==> config.mk <==
export PLATFORM = sky130hd
export DESIGN_NAME = mci_bank
export DESIGN_NICKNAME = d
export VERILOG_FILES = /design/src/mci_pkg.sv /design/src/mci_pulse_if.sv /design/src/mci_bank.sv /design/src/mci_sync.sv /design/src/mci_pulse_timer.sv
export VERILOG_INCLUDE_DIRS = /design/src /design/src/src
export SDC_FILE = /design/constraint.sdc
export NUM_CORES = 1
export LEC_CHECK = 0
export ABC_AREA = 1
export BUFFER_PORTS_ARGS = -buffer_cell sky130_fd_sc_hd__buf_2
export CORE_UTILIZATION = 59
export DETAILED_ROUTE_END_ITERATION = 7
export PLACE_DENSITY = 0.76
export SETUP_SLACK_MARGIN = 0.1
export SYNTH_ARGS = -nofsm -noshare
export SYNTH_HDL_FRONTEND = slang
export SYNTH_SLANG_ARGS = --single-unit
==> constraint.sdc <==
create_clock -name i_core_clk -period 4.24 [get_ports i_core_clk]
set_input_delay 0.848 -clock i_core_clk [delete_from_list [all_inputs] [get_ports i_core_clk]]
set_output_delay 0.848 -clock i_core_clk [all_outputs]
set_load 0.005 [all_outputs]
==> src/mci_map.svh <==
// Purpose: offsets, field positions, reset values and timing of the monitor register bank
// Assumes: 7-bit index, 8-bit data port
// Notes: definitions only
`ifndef MCI_MAP_SVH
`define MCI_MAP_SVH
// ----------------------------------------
// register indices
// ----------------------------------------
`define MCI_IDX_CFG 7'h40
`define MCI_IDX_FLAGS_LO 7'h41
`define MCI_IDX_FLAGS_HI 7'h42
`define MCI_IDX_MGMT_MASK_LO 7'h43
`define MCI_IDX_MGMT_MASK_HI 7'h44
`define MCI_IDX_HOST_MASK_LO 7'h45
`define MCI_IDX_LOG_TOP 7'h1F
`define MCI_IDX_MEAS_BASE 7'h20
`define MCI_IDX_MEAS_TOP 7'h3F
`define MCI_IDX_ALIAS_BASE 7'h60
`define MCI_IDX_ALIAS_TOP 7'h7F
// ----------------------------------------
// configuration fields
// ----------------------------------------
`define MCI_CFG_START 0
`define MCI_CFG_MGMT_EN 1
`define MCI_CFG_HOST_EN 2
`define MCI_CFG_FREEZE 3
`define MCI_CFG_RST_PULSE 4
`define MCI_CFG_NMI_SEL 5
`define MCI_CFG_BYPASS 6
`define MCI_CFG_SOFT_DEFAULTS 7
`define MCI_MASK_HI_RST_EN 7
`define MCI_FLAGS_HI_OVERFLOW 5
// ----------------------------------------
// reset values
// ----------------------------------------
`define MCI_CFG_RESET 8'h08
`define MCI_ZERO_RESET 8'h00
// ----------------------------------------
// timing
// ----------------------------------------
`define MCI_CLK_MHZ 125
`define MCI_RST_PULSE_MS 20
`define MCI_RST_PULSE_CYCLES (`MCI_RST_PULSE_MS * `MCI_CLK_MHZ * 1000)
`endif

==> src/mci_pkg.sv <==
// Purpose: types shared by the monitor register bank
// Assumes: nothing
// Notes: constants live in mci_map.svh
package mci_pkg;
	// index region of the data port
	typedef enum logic [2:0] {
		MCI_RGN_LOG = 3'h0,
		MCI_RGN_MEAS = 3'h1,
		MCI_RGN_ALIAS = 3'h2,
		MCI_RGN_REG = 3'h3,
		MCI_RGN_NONE = 3'h4
	} mci_region_type;
	// reset pulse timer states
	typedef enum logic [0:0] {
		MCI_TMR_IDLE = 1'h0,
		MCI_TMR_PULSE = 1'h1
	} mci_tmr_state_type;
endpackage : mci_pkg

==> src/mci_pulse_if.sv <==
// Purpose: request and status between the bank and its pulse timer
// Assumes: one clock
// Notes: start and done are one-cycle pulses
`timescale 1ns/1ps
interface mci_pulse_if;
	logic start; // one-cycle request
	logic active; // level while the pulse runs
	logic done; // one-cycle pulse at the end
	modport ctrl (output start, input active, input done);
	modport timer (input start, output active, output done);
endinterface : mci_pulse_if

==> src/mci_bank.sv <==
// Purpose: configuration, event flag and mask bank of a hardware monitor, indexed data port
// Assumes: host writes the index before data accesses; limit events come on this clock
// Notes: interrupt outputs are registered; data port answers one cycle after a read
`timescale 1ns/1ps
`include "mci_map.svh"
module mci_bank #(
	parameter int unsigned RST_PULSE_CYCLES = `MCI_RST_PULSE_CYCLES
) (
	input wire logic i_core_clk,
	input wire logic i_rst,
	input wire logic i_addr_wr, // write pulse to the index port
	input wire logic i_data_wr, // write pulse to the data port
	input wire logic i_data_rd, // read pulse on the data port
	input wire logic [7:0] i_wdata,
	output logic [7:0] o_rdata, // data port contents
	output logic [6:0] o_index,
	input wire logic i_boot_code_wr, // self-test code write strobe
	input wire logic [7:0] i_boot_code_data,
	input wire logic i_meas_wr, // monitoring loop writes a reading
	input wire logic [4:0] i_meas_idx,
	input wire logic [7:0] i_meas_data,
	input wire logic i_limit_valid, // limit comparison result strobe
	input wire logic [7:0] i_limit_lo, // bits 0-4,6,7 used
	input wire logic [3:0] i_limit_hi, // voltage_ch4..neg_voltage_ch6, tach_ch3
	input wire logic i_board_temp_alert_in_n, // pin
	input wire logic i_chained_interrupt_in_n, // pin
	input wire logic i_intrusion_in, // pin, high on intrusion
	output logic o_monitor_run, // monitoring loop may run
	output logic o_mgmt_interrupt_out_n,
	output logic o_host_int_out, // high when NMI, low when IRQ active
	output logic o_sys_reset_n_o, // open-drain data, always low
	output logic o_sys_reset_n_oe, // high while driving low
	output logic o_bypass_n_o,
	output logic o_bypass_n_oe
);
	// ----------------------------------------
	// storage
	// ----------------------------------------
	logic [7:0] cfg_reg; // config_control
	logic [7:0] flags_lo_reg; // event_flags_low
	logic [7:0] flags_hi_reg; // event_flags_high, bit 7 always zero
	logic [7:0] mgmt_mask_lo_reg;
	logic [7:0] mgmt_mask_hi_reg;
	logic [7:0] host_mask_lo_reg;
	logic [6:0] index_reg;
	logic [7:0] data_reg; // indexed_data_port
	logic [4:0] boot_ptr_reg; // separate pointer for code writes
	logic [7:0] log_mem [0:31];
	logic [7:0] meas_mem [0:31];
	logic [2:0] pins_sync; // synchronised pin levels
	logic access; // data port read or write
	logic soft_def; // soft defaults requested
	logic cfg_wr;
	logic frozen;
	logic mgmt_active;
	logic host_active;
	logic [7:0] flags_lo_next;
	logic [7:0] flags_hi_next;
	logic [7:0] set_lo;
	logic [7:0] set_hi;
	logic [7:0] sel_data;
	mci_pkg::mci_region_type rgn;
	mci_pulse_if pif ();
	// ----------------------------------------
	// helpers
	// ----------------------------------------
	// region of an index
	function automatic mci_pkg::mci_region_type region_of(input logic [6:0] idx);
		if (idx <= `MCI_IDX_LOG_TOP) begin
			region_of = mci_pkg::MCI_RGN_LOG;
		end else if (idx <= `MCI_IDX_MEAS_TOP) begin
			region_of = mci_pkg::MCI_RGN_MEAS;
		end else if (idx >= `MCI_IDX_ALIAS_BASE) begin
			region_of = mci_pkg::MCI_RGN_ALIAS;
		end else if (idx <= `MCI_IDX_HOST_MASK_LO) begin
			region_of = mci_pkg::MCI_RGN_REG;
		end else begin
			region_of = mci_pkg::MCI_RGN_NONE;
		end
	endfunction : region_of
	// index after a data access
	function automatic logic [6:0] next_index(input logic [6:0] idx);
		if (region_of(idx) == mci_pkg::MCI_RGN_LOG && idx != `MCI_IDX_LOG_TOP) begin
			next_index = idx + 7'h01;
		end else if (region_of(idx) == mci_pkg::MCI_RGN_ALIAS && idx != `MCI_IDX_ALIAS_TOP) begin
			next_index = idx + 7'h01;
		end else begin
			next_index = idx;
		end
	endfunction : next_index
	// ----------------------------------------
	// decode and pins
	// ----------------------------------------
	assign access = i_data_wr || i_data_rd;
	assign rgn = region_of(index_reg);
	assign cfg_wr = i_data_wr && index_reg == `MCI_IDX_CFG;
	assign soft_def = cfg_wr && i_wdata[`MCI_CFG_SOFT_DEFAULTS];
	assign frozen = cfg_reg[`MCI_CFG_FREEZE];
	// monitoring loop runs only when started and not frozen
	assign o_monitor_run = cfg_reg[`MCI_CFG_START] && !frozen;
	mci_sync #(
		.W(3),
		.INIT(3'h7) // idle level of every pin, so no false event follows reset
	) u_sync (
		.i_core_clk(i_core_clk),
		.i_rst(i_rst),
		.i_async({i_intrusion_in ? 1'b0 : 1'b1, i_chained_interrupt_in_n, i_board_temp_alert_in_n}),
		.o_sync(pins_sync)
	);
	// selected byte for a read
	always_comb begin
		sel_data = `MCI_ZERO_RESET;
		if (rgn == mci_pkg::MCI_RGN_LOG) begin
			sel_data = log_mem[index_reg[4:0]];
		end else if (rgn == mci_pkg::MCI_RGN_MEAS || rgn == mci_pkg::MCI_RGN_ALIAS) begin
			sel_data = meas_mem[index_reg[4:0]];
		end else if (index_reg == `MCI_IDX_CFG) begin
			sel_data = cfg_reg;
		end else if (index_reg == `MCI_IDX_FLAGS_LO) begin
			sel_data = flags_lo_reg;
		end else if (index_reg == `MCI_IDX_FLAGS_HI) begin
			sel_data = flags_hi_reg;
		end else if (index_reg == `MCI_IDX_MGMT_MASK_LO) begin
			sel_data = mgmt_mask_lo_reg;
		end else if (index_reg == `MCI_IDX_MGMT_MASK_HI) begin
			sel_data = mgmt_mask_hi_reg;
		end else if (index_reg == `MCI_IDX_HOST_MASK_LO) begin
			sel_data = host_mask_lo_reg;
		end
	end
	// ----------------------------------------
	// index and data port
	// ----------------------------------------
	// index written by host, advanced by data accesses in the log and alias regions
	always_ff @(posedge i_core_clk or posedge i_rst) begin
		if (i_rst) begin
			index_reg <= 7'h00;
		end else if (i_addr_wr) begin
			index_reg <= i_wdata[6:0];
		end else if (soft_def) begin
			index_reg <= 7'h00;
		end else if (access) begin
			index_reg <= next_index(index_reg);
		end
	end
	// data port latches what moved through it
	always_ff @(posedge i_core_clk or posedge i_rst) begin
		if (i_rst) begin
			data_reg <= `MCI_ZERO_RESET;
		end else if (soft_def) begin
			data_reg <= `MCI_ZERO_RESET;
		end else if (i_data_wr) begin
			data_reg <= i_wdata;
		end else if (i_data_rd) begin
			data_reg <= sel_data;
		end
	end
	assign o_rdata = data_reg;
	assign o_index = index_reg;
	// ----------------------------------------
	// log and measurement memories
	// ----------------------------------------
	// log memory: host writes and code writes
	always_ff @(posedge i_core_clk) begin
		if (i_data_wr && rgn == mci_pkg::MCI_RGN_LOG) begin
			log_mem[index_reg[4:0]] <= i_wdata;
		end else if (i_boot_code_wr) begin
			log_mem[boot_ptr_reg] <= i_boot_code_data;
		end
	end
	// code write pointer stops at the top
	always_ff @(posedge i_core_clk or posedge i_rst) begin
		if (i_rst) begin
			boot_ptr_reg <= 5'h00;
		end else if (soft_def) begin
			boot_ptr_reg <= 5'h00;
		end else if (i_boot_code_wr && boot_ptr_reg != 5'h1F) begin
			boot_ptr_reg <= boot_ptr_reg + 5'h01;
		end
	end
	// measurement memory: host writes win over the loop
	always_ff @(posedge i_core_clk) begin
		if (i_data_wr && (rgn == mci_pkg::MCI_RGN_MEAS || rgn == mci_pkg::MCI_RGN_ALIAS)) begin
			meas_mem[index_reg[4:0]] <= i_wdata;
		end else if (i_meas_wr && o_monitor_run) begin
			meas_mem[i_meas_idx] <= i_meas_data;
		end
	end
	// ----------------------------------------
	// configuration and masks
	// ----------------------------------------
	// configuration with self-clearing reset bit
	always_ff @(posedge i_core_clk or posedge i_rst) begin
		if (i_rst) begin
			cfg_reg <= `MCI_CFG_RESET;
		end else if (soft_def) begin
			cfg_reg <= `MCI_CFG_RESET;
		end else if (cfg_wr) begin
			cfg_reg <= i_wdata;
			// without the enable no pulse, bit does not stick
			if (!mgmt_mask_hi_reg[`MCI_MASK_HI_RST_EN]) begin
				cfg_reg[`MCI_CFG_RST_PULSE] <= 1'b0;
			end
		end else if (pif.done) begin
			cfg_reg[`MCI_CFG_RST_PULSE] <= 1'b0;
		end
	end
	assign pif.start = cfg_wr && !soft_def && i_wdata[`MCI_CFG_RST_PULSE]
		&& mgmt_mask_hi_reg[`MCI_MASK_HI_RST_EN];
	mci_pulse_timer #(
		.CYCLES(RST_PULSE_CYCLES)
	) u_timer (
		.i_core_clk(i_core_clk),
		.i_rst(i_rst),
		.pif(pif)
	);
	// mask registers
	always_ff @(posedge i_core_clk or posedge i_rst) begin
		if (i_rst) begin
			mgmt_mask_lo_reg <= `MCI_ZERO_RESET;
			mgmt_mask_hi_reg <= `MCI_ZERO_RESET;
			host_mask_lo_reg <= `MCI_ZERO_RESET;
		end else if (soft_def) begin
			mgmt_mask_lo_reg <= `MCI_ZERO_RESET;
			mgmt_mask_hi_reg <= `MCI_ZERO_RESET;
			host_mask_lo_reg <= `MCI_ZERO_RESET;
		end else if (i_data_wr) begin
			if (index_reg == `MCI_IDX_MGMT_MASK_LO) begin
				mgmt_mask_lo_reg <= i_wdata;
			end else if (index_reg == `MCI_IDX_MGMT_MASK_HI) begin
				mgmt_mask_hi_reg <= i_wdata;
			end else if (index_reg == `MCI_IDX_HOST_MASK_LO) begin
				host_mask_lo_reg <= i_wdata;
			end
		end
	end
	// ----------------------------------------
	// event flags
	// ----------------------------------------
	// new events; none recorded while frozen
	always_comb begin
		set_lo = 8'h00;
		set_hi = 8'h00;
		if (!frozen) begin
			if (i_limit_valid && o_monitor_run) begin
				set_lo = i_limit_lo & 8'hDF;
				set_hi[3:0] = i_limit_hi;
			end
			set_lo[5] = !pins_sync[0];
			set_hi[4] = !pins_sync[2];
			set_hi[6] = !pins_sync[1];
			set_hi[`MCI_FLAGS_HI_OVERFLOW] = i_boot_code_wr && boot_ptr_reg == 5'h1F;
		end
	end
	// clear on read, set wins; of all writes only soft defaults reach the flags
	always_comb begin
		flags_lo_next = flags_lo_reg;
		flags_hi_next = flags_hi_reg;
		if (i_data_rd && !i_data_wr && index_reg == `MCI_IDX_FLAGS_LO) begin
			flags_lo_next = 8'h00;
		end
		if (i_data_rd && !i_data_wr && index_reg == `MCI_IDX_FLAGS_HI) begin
			flags_hi_next = 8'h00;
		end
		flags_lo_next = flags_lo_next | set_lo;
		flags_hi_next = (flags_hi_next | set_hi) & 8'h7F;
	end
	always_ff @(posedge i_core_clk or posedge i_rst) begin
		if (i_rst) begin
			flags_lo_reg <= `MCI_ZERO_RESET;
			flags_hi_reg <= `MCI_ZERO_RESET;
		end else if (soft_def) begin
			flags_lo_reg <= `MCI_ZERO_RESET;
			flags_hi_reg <= `MCI_ZERO_RESET;
		end else begin
			flags_lo_reg <= flags_lo_next;
			flags_hi_reg <= flags_hi_next;
		end
	end
	// ----------------------------------------
	// output lines
	// ----------------------------------------
	// start bit takes no part, so clearing it keeps lines up
	assign mgmt_active = ((|(flags_lo_reg & ~mgmt_mask_lo_reg))
		|| (|(flags_hi_reg[6:0] & ~mgmt_mask_hi_reg[6:0])))
		&& cfg_reg[`MCI_CFG_MGMT_EN] && !frozen;
	assign host_active = (|(flags_lo_reg & ~host_mask_lo_reg))
		&& cfg_reg[`MCI_CFG_HOST_EN] && !frozen;
	always_ff @(posedge i_core_clk or posedge i_rst) begin
		if (i_rst) begin
			o_mgmt_interrupt_out_n <= 1'b1;
			o_host_int_out <= 1'b1;
			o_bypass_n_oe <= 1'b0;
		end else begin
			o_mgmt_interrupt_out_n <= !mgmt_active;
			// NMI style drives high when active, IRQ style low
			o_host_int_out <= cfg_reg[`MCI_CFG_NMI_SEL] ? host_active : !host_active;
			o_bypass_n_oe <= cfg_reg[`MCI_CFG_BYPASS];
		end
	end
	assign o_bypass_n_o = 1'b0;
	assign o_sys_reset_n_o = 1'b0;
	assign o_sys_reset_n_oe = pif.active;
endmodule : mci_bank

==> src/mci_sync.sv <==
// Purpose: two-flop synchroniser for pin inputs
// Assumes: pins are asynchronous to i_core_clk
// Notes: first stage feeds only the second
`timescale 1ns/1ps
module mci_sync #(
	parameter int W = 3,
	parameter logic [W-1:0] INIT = '0
) (
	input wire logic i_core_clk,
	input wire logic i_rst,
	input wire logic [W-1:0] i_async,
	output logic [W-1:0] o_sync
);
	logic [W-1:0] meta_reg; // first stage, read by second only
	// ----------------------------------------
	// two stages
	// ----------------------------------------
	always_ff @(posedge i_core_clk or posedge i_rst) begin
		if (i_rst) begin
			meta_reg <= INIT;
			o_sync <= INIT;
		end else begin
			meta_reg <= i_async;
			o_sync <= meta_reg;
		end
	end
endmodule : mci_sync

==> src/mci_pulse_timer.sv <==
// Purpose: fixed-length low pulse for the reset output
// Assumes: start only while idle matters
// Notes: a start during a pulse is ignored
`timescale 1ns/1ps
module mci_pulse_timer #(
	parameter int unsigned CYCLES = 32'd2500000
) (
	input wire logic i_core_clk,
	input wire logic i_rst,
	mci_pulse_if.timer pif
);
	mci_pkg::mci_tmr_state_type state_reg;
	logic [31:0] cnt_reg; // cycles spent in the pulse
	// ----------------------------------------
	// pulse sequencing
	// ----------------------------------------
	always_ff @(posedge i_core_clk or posedge i_rst) begin
		if (i_rst) begin
			state_reg <= mci_pkg::MCI_TMR_IDLE;
			cnt_reg <= 32'h0;
		end else begin
			case (state_reg)
				mci_pkg::MCI_TMR_IDLE: begin
					cnt_reg <= 32'h0;
					if (pif.start) begin
						state_reg <= mci_pkg::MCI_TMR_PULSE;
					end
				end
				mci_pkg::MCI_TMR_PULSE: begin
					// hold at least the full count before releasing
					if (cnt_reg == CYCLES - 32'd1) begin
						state_reg <= mci_pkg::MCI_TMR_IDLE;
					end
					cnt_reg <= cnt_reg + 32'd1;
				end
				default: begin
					state_reg <= mci_pkg::MCI_TMR_IDLE;
				end
			endcase
		end
	end
	assign pif.active = (state_reg == mci_pkg::MCI_TMR_PULSE);
	assign pif.done = pif.active && (cnt_reg == CYCLES - 32'd1);
endmodule : mci_pulse_timer

==> impl_metrics.json, run 1 <==
{
  "slew_headroom_pct": 22.1,
  "core_region_area_mm2": 0.0446,
  "die-area_mm2": 0.0465,
  "drc_errors": 0,
  "rows": 77,
  "grt_max_degree": 258,
  "yosys.area.top_type_share_pct": 57.0,
  "htree_levels": 2,
  "rrSetupSlack_ns": 0.81,
  "yosysMostFrequentCell": "nand2_1",
  "route.met3.wl_um": 7310,
  "synth_commonest_cells": "nand2_1, edfxtp_1, nand3_1, nor2_1, a21oi_1",
  "slowest_stage": "nor2_1",
  "io_buffers": 70,
  "viasPerCell": 5.99,
  "synth.cell_area_mm2": 0.0270,
  "max_freq_mhz": 292,
  "tightestPinTransition_ns": 1.17,
  "ir_worst_vdd_v": 0.000643,
  "leakagePower_nw": 11.4,
  "cts.sinks": 621,
  "dieWidth_um": 216,
  "holdCritStartpoint": "i_chained_interrupt_in_n",
  "r2r-end": "log_mem[30][3]$_DFFE_PP_",
  "pre_cts_ws_ns": 0.868,
  "cp.arrival_ns": 3.68,
  "synth_edf_count": 512,
  "cts_tree": "built",
  "synthArstFlopShare_pct": 17.6,
  "max_stage_delay_ns": 0.69,
  "hold_depth": 1,
  "grtUsageTotal_pct": 29.8,
  "path_clk_slew_ns": 0.07,
  "met1_length_um": 27600,
  "critPathKind": "register to register",
  "grt_pass1_vias": 18826,
  "design_area_mm2": 0.0300,
  "postCtsSetupBuffers": 0,
  "grt_pass1_wl_um": 105000,
  "synth_cells": 2618,
  "startpoint": "o_index[3]$_DFFE_PP0P_",
  "critPathMostFrequentCell": "nand2_4",
  "clk_latency_ns": 0.65,
  "ys_seq_area_share_pct": 67.2,
  "total_power_mw": 18.8,
  "dr.pass1.iters": 5,
  "start_util_pct": 60.4,
  "post-dp-hpwl_um": 42900,
  "vias": 19864,
  "antenna_found_initial": 0,
  "yosys.area.top_type": "edfxtp_1",
  "drive_gt1_share_pct": 9.92,
  "cts_hold_buffers": 0,
  "route.met2.wl_um": 31900,
  "ctsLongestPathBuffers": 3,
  "layout_min_cycle_time_ns": 3.43,
  "r2r_start": "o_index[3]$_DFFE_PP0P_",
  "post_drt_wl_per_cell_um": 20.9,
  "n_antenna_cell": 0,
  "skew_ns": 0.0277,
  "slew_violations": 0,
  "holdPathEnd": "u_sync.meta_reg[1]$_DFF_PP1_",
  "rsz0062_at_grt": "no",
  "crit_fanout": 28,
  "place_area_mm2": 0.0279,
  "finalSetupTns_ns": 0,
  "synthTopCellsByArea": "edfxtp_1, nand2_1, dfrtp_1",
  "cts-resized-gates": 0,
  "fin_nets": 2729,
  "powerDensity_mw_per_mm2": 627,
  "cts_buffers": 61,
  "setup_viol": 0,
  "syn_avg_cell_area_um2": 10.3,
  "postLayoutSetupSlackWorst_ns": 0.814,
  "routed_wl_um": 69100,
  "yosysWarnings": 0,
  "period_share_pct": 80.8,
  "synthDistinctLibCells": 46,
  "cp-start-kind": "register",
  "hold_viol": 0,
  "die_h_um": 216,
  "cp-end-kind": "register",
  "drt_first_iter_violations": 2730,
  "antenna_left": 0,
  "grt_overflow": 0,
  "synthFlopType": "edfxtp_1",
  "root_buffer": "clkbuf_16",
  "path_cells": "buf_4 > inv_1 > nor2_4 > nand3_2 > nand2_4 > inv_4 > nand2_4 > nand2_4 > nand2_1 > o21ai_1 > inv_1 > nand3_2 > nor2_1",
  "syn2layout_area_growth_pct": 11.2,
  "status": "finished, final reports clean",
  "cp.required_ns": 4.50,
  "r2r_cells": 13,
  "gp_congestion": 1.01,
  "highest_layer": "met4",
  "hp-class": "primary input to register",
  "yosys_register_bits": 621,
  "io-pin-count": 74,
  "drv_cap": 0
}
[layer usage]
| layer | track usage, % | vias to the layer above |
|---|---|---|
| met4 | 11.3 | 0 |
| met1 | 42.2 | 9421 |
| met3 | 5.06 | 159 |
| met5 | 0 | - |
| met2 | 46.4 | 1163 |
| li1 | - | 9121 |
[power breakdown]
part	switching [mW]	internal (mW)
clock network	2.33	3.14
registers	0.288	7.26
logic	4.23	1.52
[logic make-up (layout without fill, tap and decap cells)]
kind of cell / count (synthesis) / after routing / share of synthesized area, %
buffers and inverters: 230 / 333 / 3.52
adders and majority gates: 7 / 7 / 0.325
other: 1 / 2 / 0.0139
AOI/OAI and AO/OA: 189 / 189 / 3.67
DFF: 621 / 621 / 67.2
xor gates and xnor gates: 18 / 18 / 0.585
and+or+nand+nor: 1552 / 1552 / 24.7
[final cells by class]
class / instances / area (µm²)
clock buffer: 69 / 1570
clock inverter: 46 / 463
fill: 3276 / 14600
inverter: 102 / 397
multi-input combinational: 1768 / 7950
sequential: 621 / 18100
tap: 592 / 741
timing repair buffer: 116 / 721
[how the worst max path moves through the flow]
stage / end / slack (ns) / cells after the start
2_1_floorplan: boot_ptr_reg[0]$_DFFE_PP0P_ / 0.53 / 1
3_3_place_gp: meas_mem[8][0]$_DFFE_PP_ / 0.96 / 7
3_5_place_dp: meas_mem[27][1]$_DFFE_PP_ / 0.87 / 7
4_1_cts: log_mem[11][5]$_DFFE_PP_ / 0.90 / 11
5_1_grt: log_mem[20][5]$_DFFE_PP_ / 0.63 / 13
6_report: log_mem[30][3]$_DFFE_PP_ / 0.81 / 13
[through the flow]
step	hold slack [ns]	cells	utilization (%)
after CTS	0.286	3314	67.2
final	0.315	3314	67.2
after global placement	0.348	3199	62.6
after floorplan	0.345	2619	-
after global routing	0.300	3314	67.2
after detailed placement	0.349	3199	62.6
[layout by cell type, fill, tap and decap left out, types with 13 or more instances in the layout]
cell,n
clkbuf_16,61
buf_2,70
nand2_1,863
clkinv_2,13
inv_1,90
nor2_1,149
dfrtp_1,98
a21oi_1,93
a21oi_2,16
edfxtp_1,512
clkinv_1,20
buf_4,44
nand3_1,462
o21ai_0,50
xor2_1,14
nor3_1,23
[worst max-delay path: cells and delay by family, from the launching register on]
family / cells / cell delay (ns)
flip-flops: 1 / 0.47
buffers and inverters: 4 / 0.63
AO/OA/AOI/OAI: 1 / 0.13
AND/OR/NAND/NOR: 8 / 1.78
(Power assumes the default switching activity.)
==> inputs of run 2 (changes only) <==
- ABC_AREA: 1 -> 0
- clock period: 4.24 -> 3.3 ns (I/O delays scaled with it)
==> run 2 against run 1 <==
Compared with the run above: first-iteration DRC count shrank 24%; register-to-register slack lost 0.79 ns; sequential cell count is the same; sequential share of layout area grew 0.33 points; die area shrank 2.2%; wire length shrank 9.4%.
==> impl_metrics.json, run 2 <==
{
  "nFillCells": 2926,
  "gp_congestion": 0.962,
  "slew_headroom_pct": 50.6,
  "total_power_mw": 19.1,
  "postLayoutSetupSlackWorst_ns": 0.0245,
  "clk_latency_ns": 0.64,
  "syn_avg_cell_area_um2": 16.1,
  "post-dp-hpwl_um": 40200,
  "pre_cts_ws_ns": -0.0458,
  "max_freq_mhz": 305,
  "slew_violations": 0,
  "crit_fanout": 8,
  "ir_worst_vdd_v": 0.000476,
  "yosysMostFrequentCell": "edfxtp_1",
  "viasPerCell": 6.44,
  "cp.arrival_ns": 3.53,
  "mostFrequentLayoutCells": "edfxtp_1, dfrtp_1, mux4_2, mux2i_1, nor2_1",
  "synth_commonest_cells": "edfxtp_1, nor2_1, dfrtp_1, mux4_2, mux2i_1",
  "yosysWarnings": 0,
  "final_common_cell": "edfxtp_1",
  "synthFlopType": "edfxtp_1",
  "cts_buffers": 59,
  "grt_max_degree": 77,
  "io-pin-count": 74,
  "hp-class": "primary input to register",
  "n_antenna_cell": 0,
  "synth_cells": 1641,
  "root_buffer": "clkbuf_16",
  "io_buffers": 70,
  "fin_nets": 1836,
  "fin_util_pct": 67.5,
  "antenna_left": 0,
  "htree_levels": 2,
  "die_h_um": 213,
  "rows": 77,
  "setup_viol": 0,
  "hold_viol": 0,
  "yosys_register_bits": 621,
  "cp.required_ns": 3.56,
  "rsz0062_at_grt": "yes",
  "die-area_mm2": 0.0455,
  "synth.cell_area_mm2": 0.0263,
  "syn2layout_area_growth_pct": 13.1,
  "drive_gt1_share_pct": 25.8,
  "grtUsageTotal_pct": 28.1,
  "synth_edf_count": 512,
  "post_drt_wl_per_cell_um": 25.9,
  "powerDensity_mw_per_mm2": 641,
  "leakagePower_nw": 10.4,
  "dr.pass1.iters": 7,
  "synthDistinctLibCells": 80,
  "synthTopCellsByArea": "edfxtp_1, dfrtp_1, mux4_2",
  "grt_pass1_wl_um": 93700,
  "start_util_pct": 59.7,
  "period_share_pct": 99.3,
  "skew_ns": 0.0221,
  "dieWidth_um": 213,
  "yosys.area.top_type_share_pct": 58.4,
  "antenna_found_initial": 0,
  "cts_tree": "built",
  "cp-start-kind": "register",
  "path_clk_slew_ns": 0.06,
  "ys_seq_area_share_pct": 68.8,
  "grt_overflow": 0,
  "critPathKind": "register to register",
  "drt_first_iter_violations": 2082,
  "layout_min_cycle_time_ns": 3.28,
  "routed_wl_um": 62600,
  "vias": 15568,
  "drc_errors": 0,
  "grt_pass1_vias": 15197,
  "cp-end-kind": "register",
  "whs_ns": 0.130,
  "core_region_area_mm2": 0.0441,
  "yosys.area.top_type": "edfxtp_1",
  "tightestPinTransition_ns": 0.737,
  "ctsLongestPathBuffers": 3,
  "synthArstFlopShare_pct": 17.6,
  "drv_cap": 0,
  "status": "finished, final reports clean",
  "cts.sinks": 621
}
==> run 2: per-stage QoR <==
stage | setup TNS, ns | std cells | cell area (µm²)
2_1_floorplan | 0 | 1642 | 26300
3_3_place_gp | 0 | 2298 | 27600
3_5_place_dp | -0.822 | 2298 | 27600
4_1_cts | -0.0950 | 2412 | 29700
5_1_grt | -0.454 | 2418 | 29800
6_report | 0 | 2418 | 29800
==> run 2: cell families (layout without fill, tap and decap cells) <==
| family | Yosys count | in the layout | synth area share, % |
|---|---|---|---|
| AOI/OAI and AO/OA | 264 | 264 | 6.99 |
| xor gates and xnor gates | 29 | 29 | 0.964 |
| adders and majority gates | 7 | 7 | 0.332 |
| buffers and inverters | 120 | 304 | 2.36 |
| DFF | 621 | 621 | 68.8 |
| muxes | 224 | 224 | 13.3 |
| other | 1 | 2 | 0.0142 |
| and+or+nand+nor | 375 | 375 | 7.23 |
==> run 2: final timing paths <==
path	start	to	slack, ns	cells after the start
setup / recovery	o_index[0]$_DFFE_PP0P_	meas_mem[17][5]$_DFFE_PP_	0.02	6
hold / removal	i_chained_interrupt_in_n	u_sync.meta_reg[1]$_DFF_PP1_	0.13	1
setup reg to reg	o_index[0]$_DFFE_PP0P_	meas_mem[17][5]$_DFFE_PP_	0.02	6
hold reg to reg	u_sync.meta_reg[1]$_DFF_PP1_	u_sync.o_sync[1]$_DFF_PP1_	0.36	0
max in group asynchronous	i_rst	u_sync.o_sync[2]$_DFF_PP1_	2.04	4
min in group asynchronous	i_rst	u_timer.cnt_reg[10]$_DFF_PP0_	0.55	3
==> run 2: final cells by class <==
type	count	area, µm²	share of cell area [%]
Multi-Input combinational cell	901	7720	25.9
Sequential cell	621	18100	60.8
Clock buffer	68	1540	5.17
Clock inverter	42	419	1.41
Tap cell	592	741	2.49
Timing Repair Buffer	166	1150	3.86
Inverter	28	109	0.365
==> run 2: critical path: stages, from the launching register on <==
cell	delay [ns]
dfrtp_4	0.50
ha_1	0.27
o41ai_2	0.44
a21oi_1	0.27
o31ai_1	0.47
nand3_1	0.41
nor2_2	0.54
==> run 2: power by group <==
| group | total [mW] | switching [mW] | leakage (nW) | internal [mW] |
|---|---|---|---|---|
| logic | 2.96 | 1.81 | 3.40 | 1.16 |
| registers | 9.30 | 0.325 | 6.00 | 8.97 |
| clock network | 6.85 | 2.95 | 0.956 | 3.90 |
==> run 2: per-layer routing <==
metal / up-vias / wire length, µm / track usage, % / share of wire [%]
li1: 6730 / - / - / -
met1: 7839 / 24900 / 40.1 / 40
met2: 853 / 29600 / 44.1 / 47
met3: 146 / 6010 / 4.37 / 9.6
met4: 0 / 2180 / 10.4 / 3.5
met5: - / 0 / 0 / 0
==> run 2: timing repair <==
item                                    CTS  global route
pin swaps                                 0             1
hold buffers                              1             0
buffers inserted                          3             6
endpoints found under the setup margin  138           216
hold endpoints to repair                 11             0
gates resized for setup                  14            26
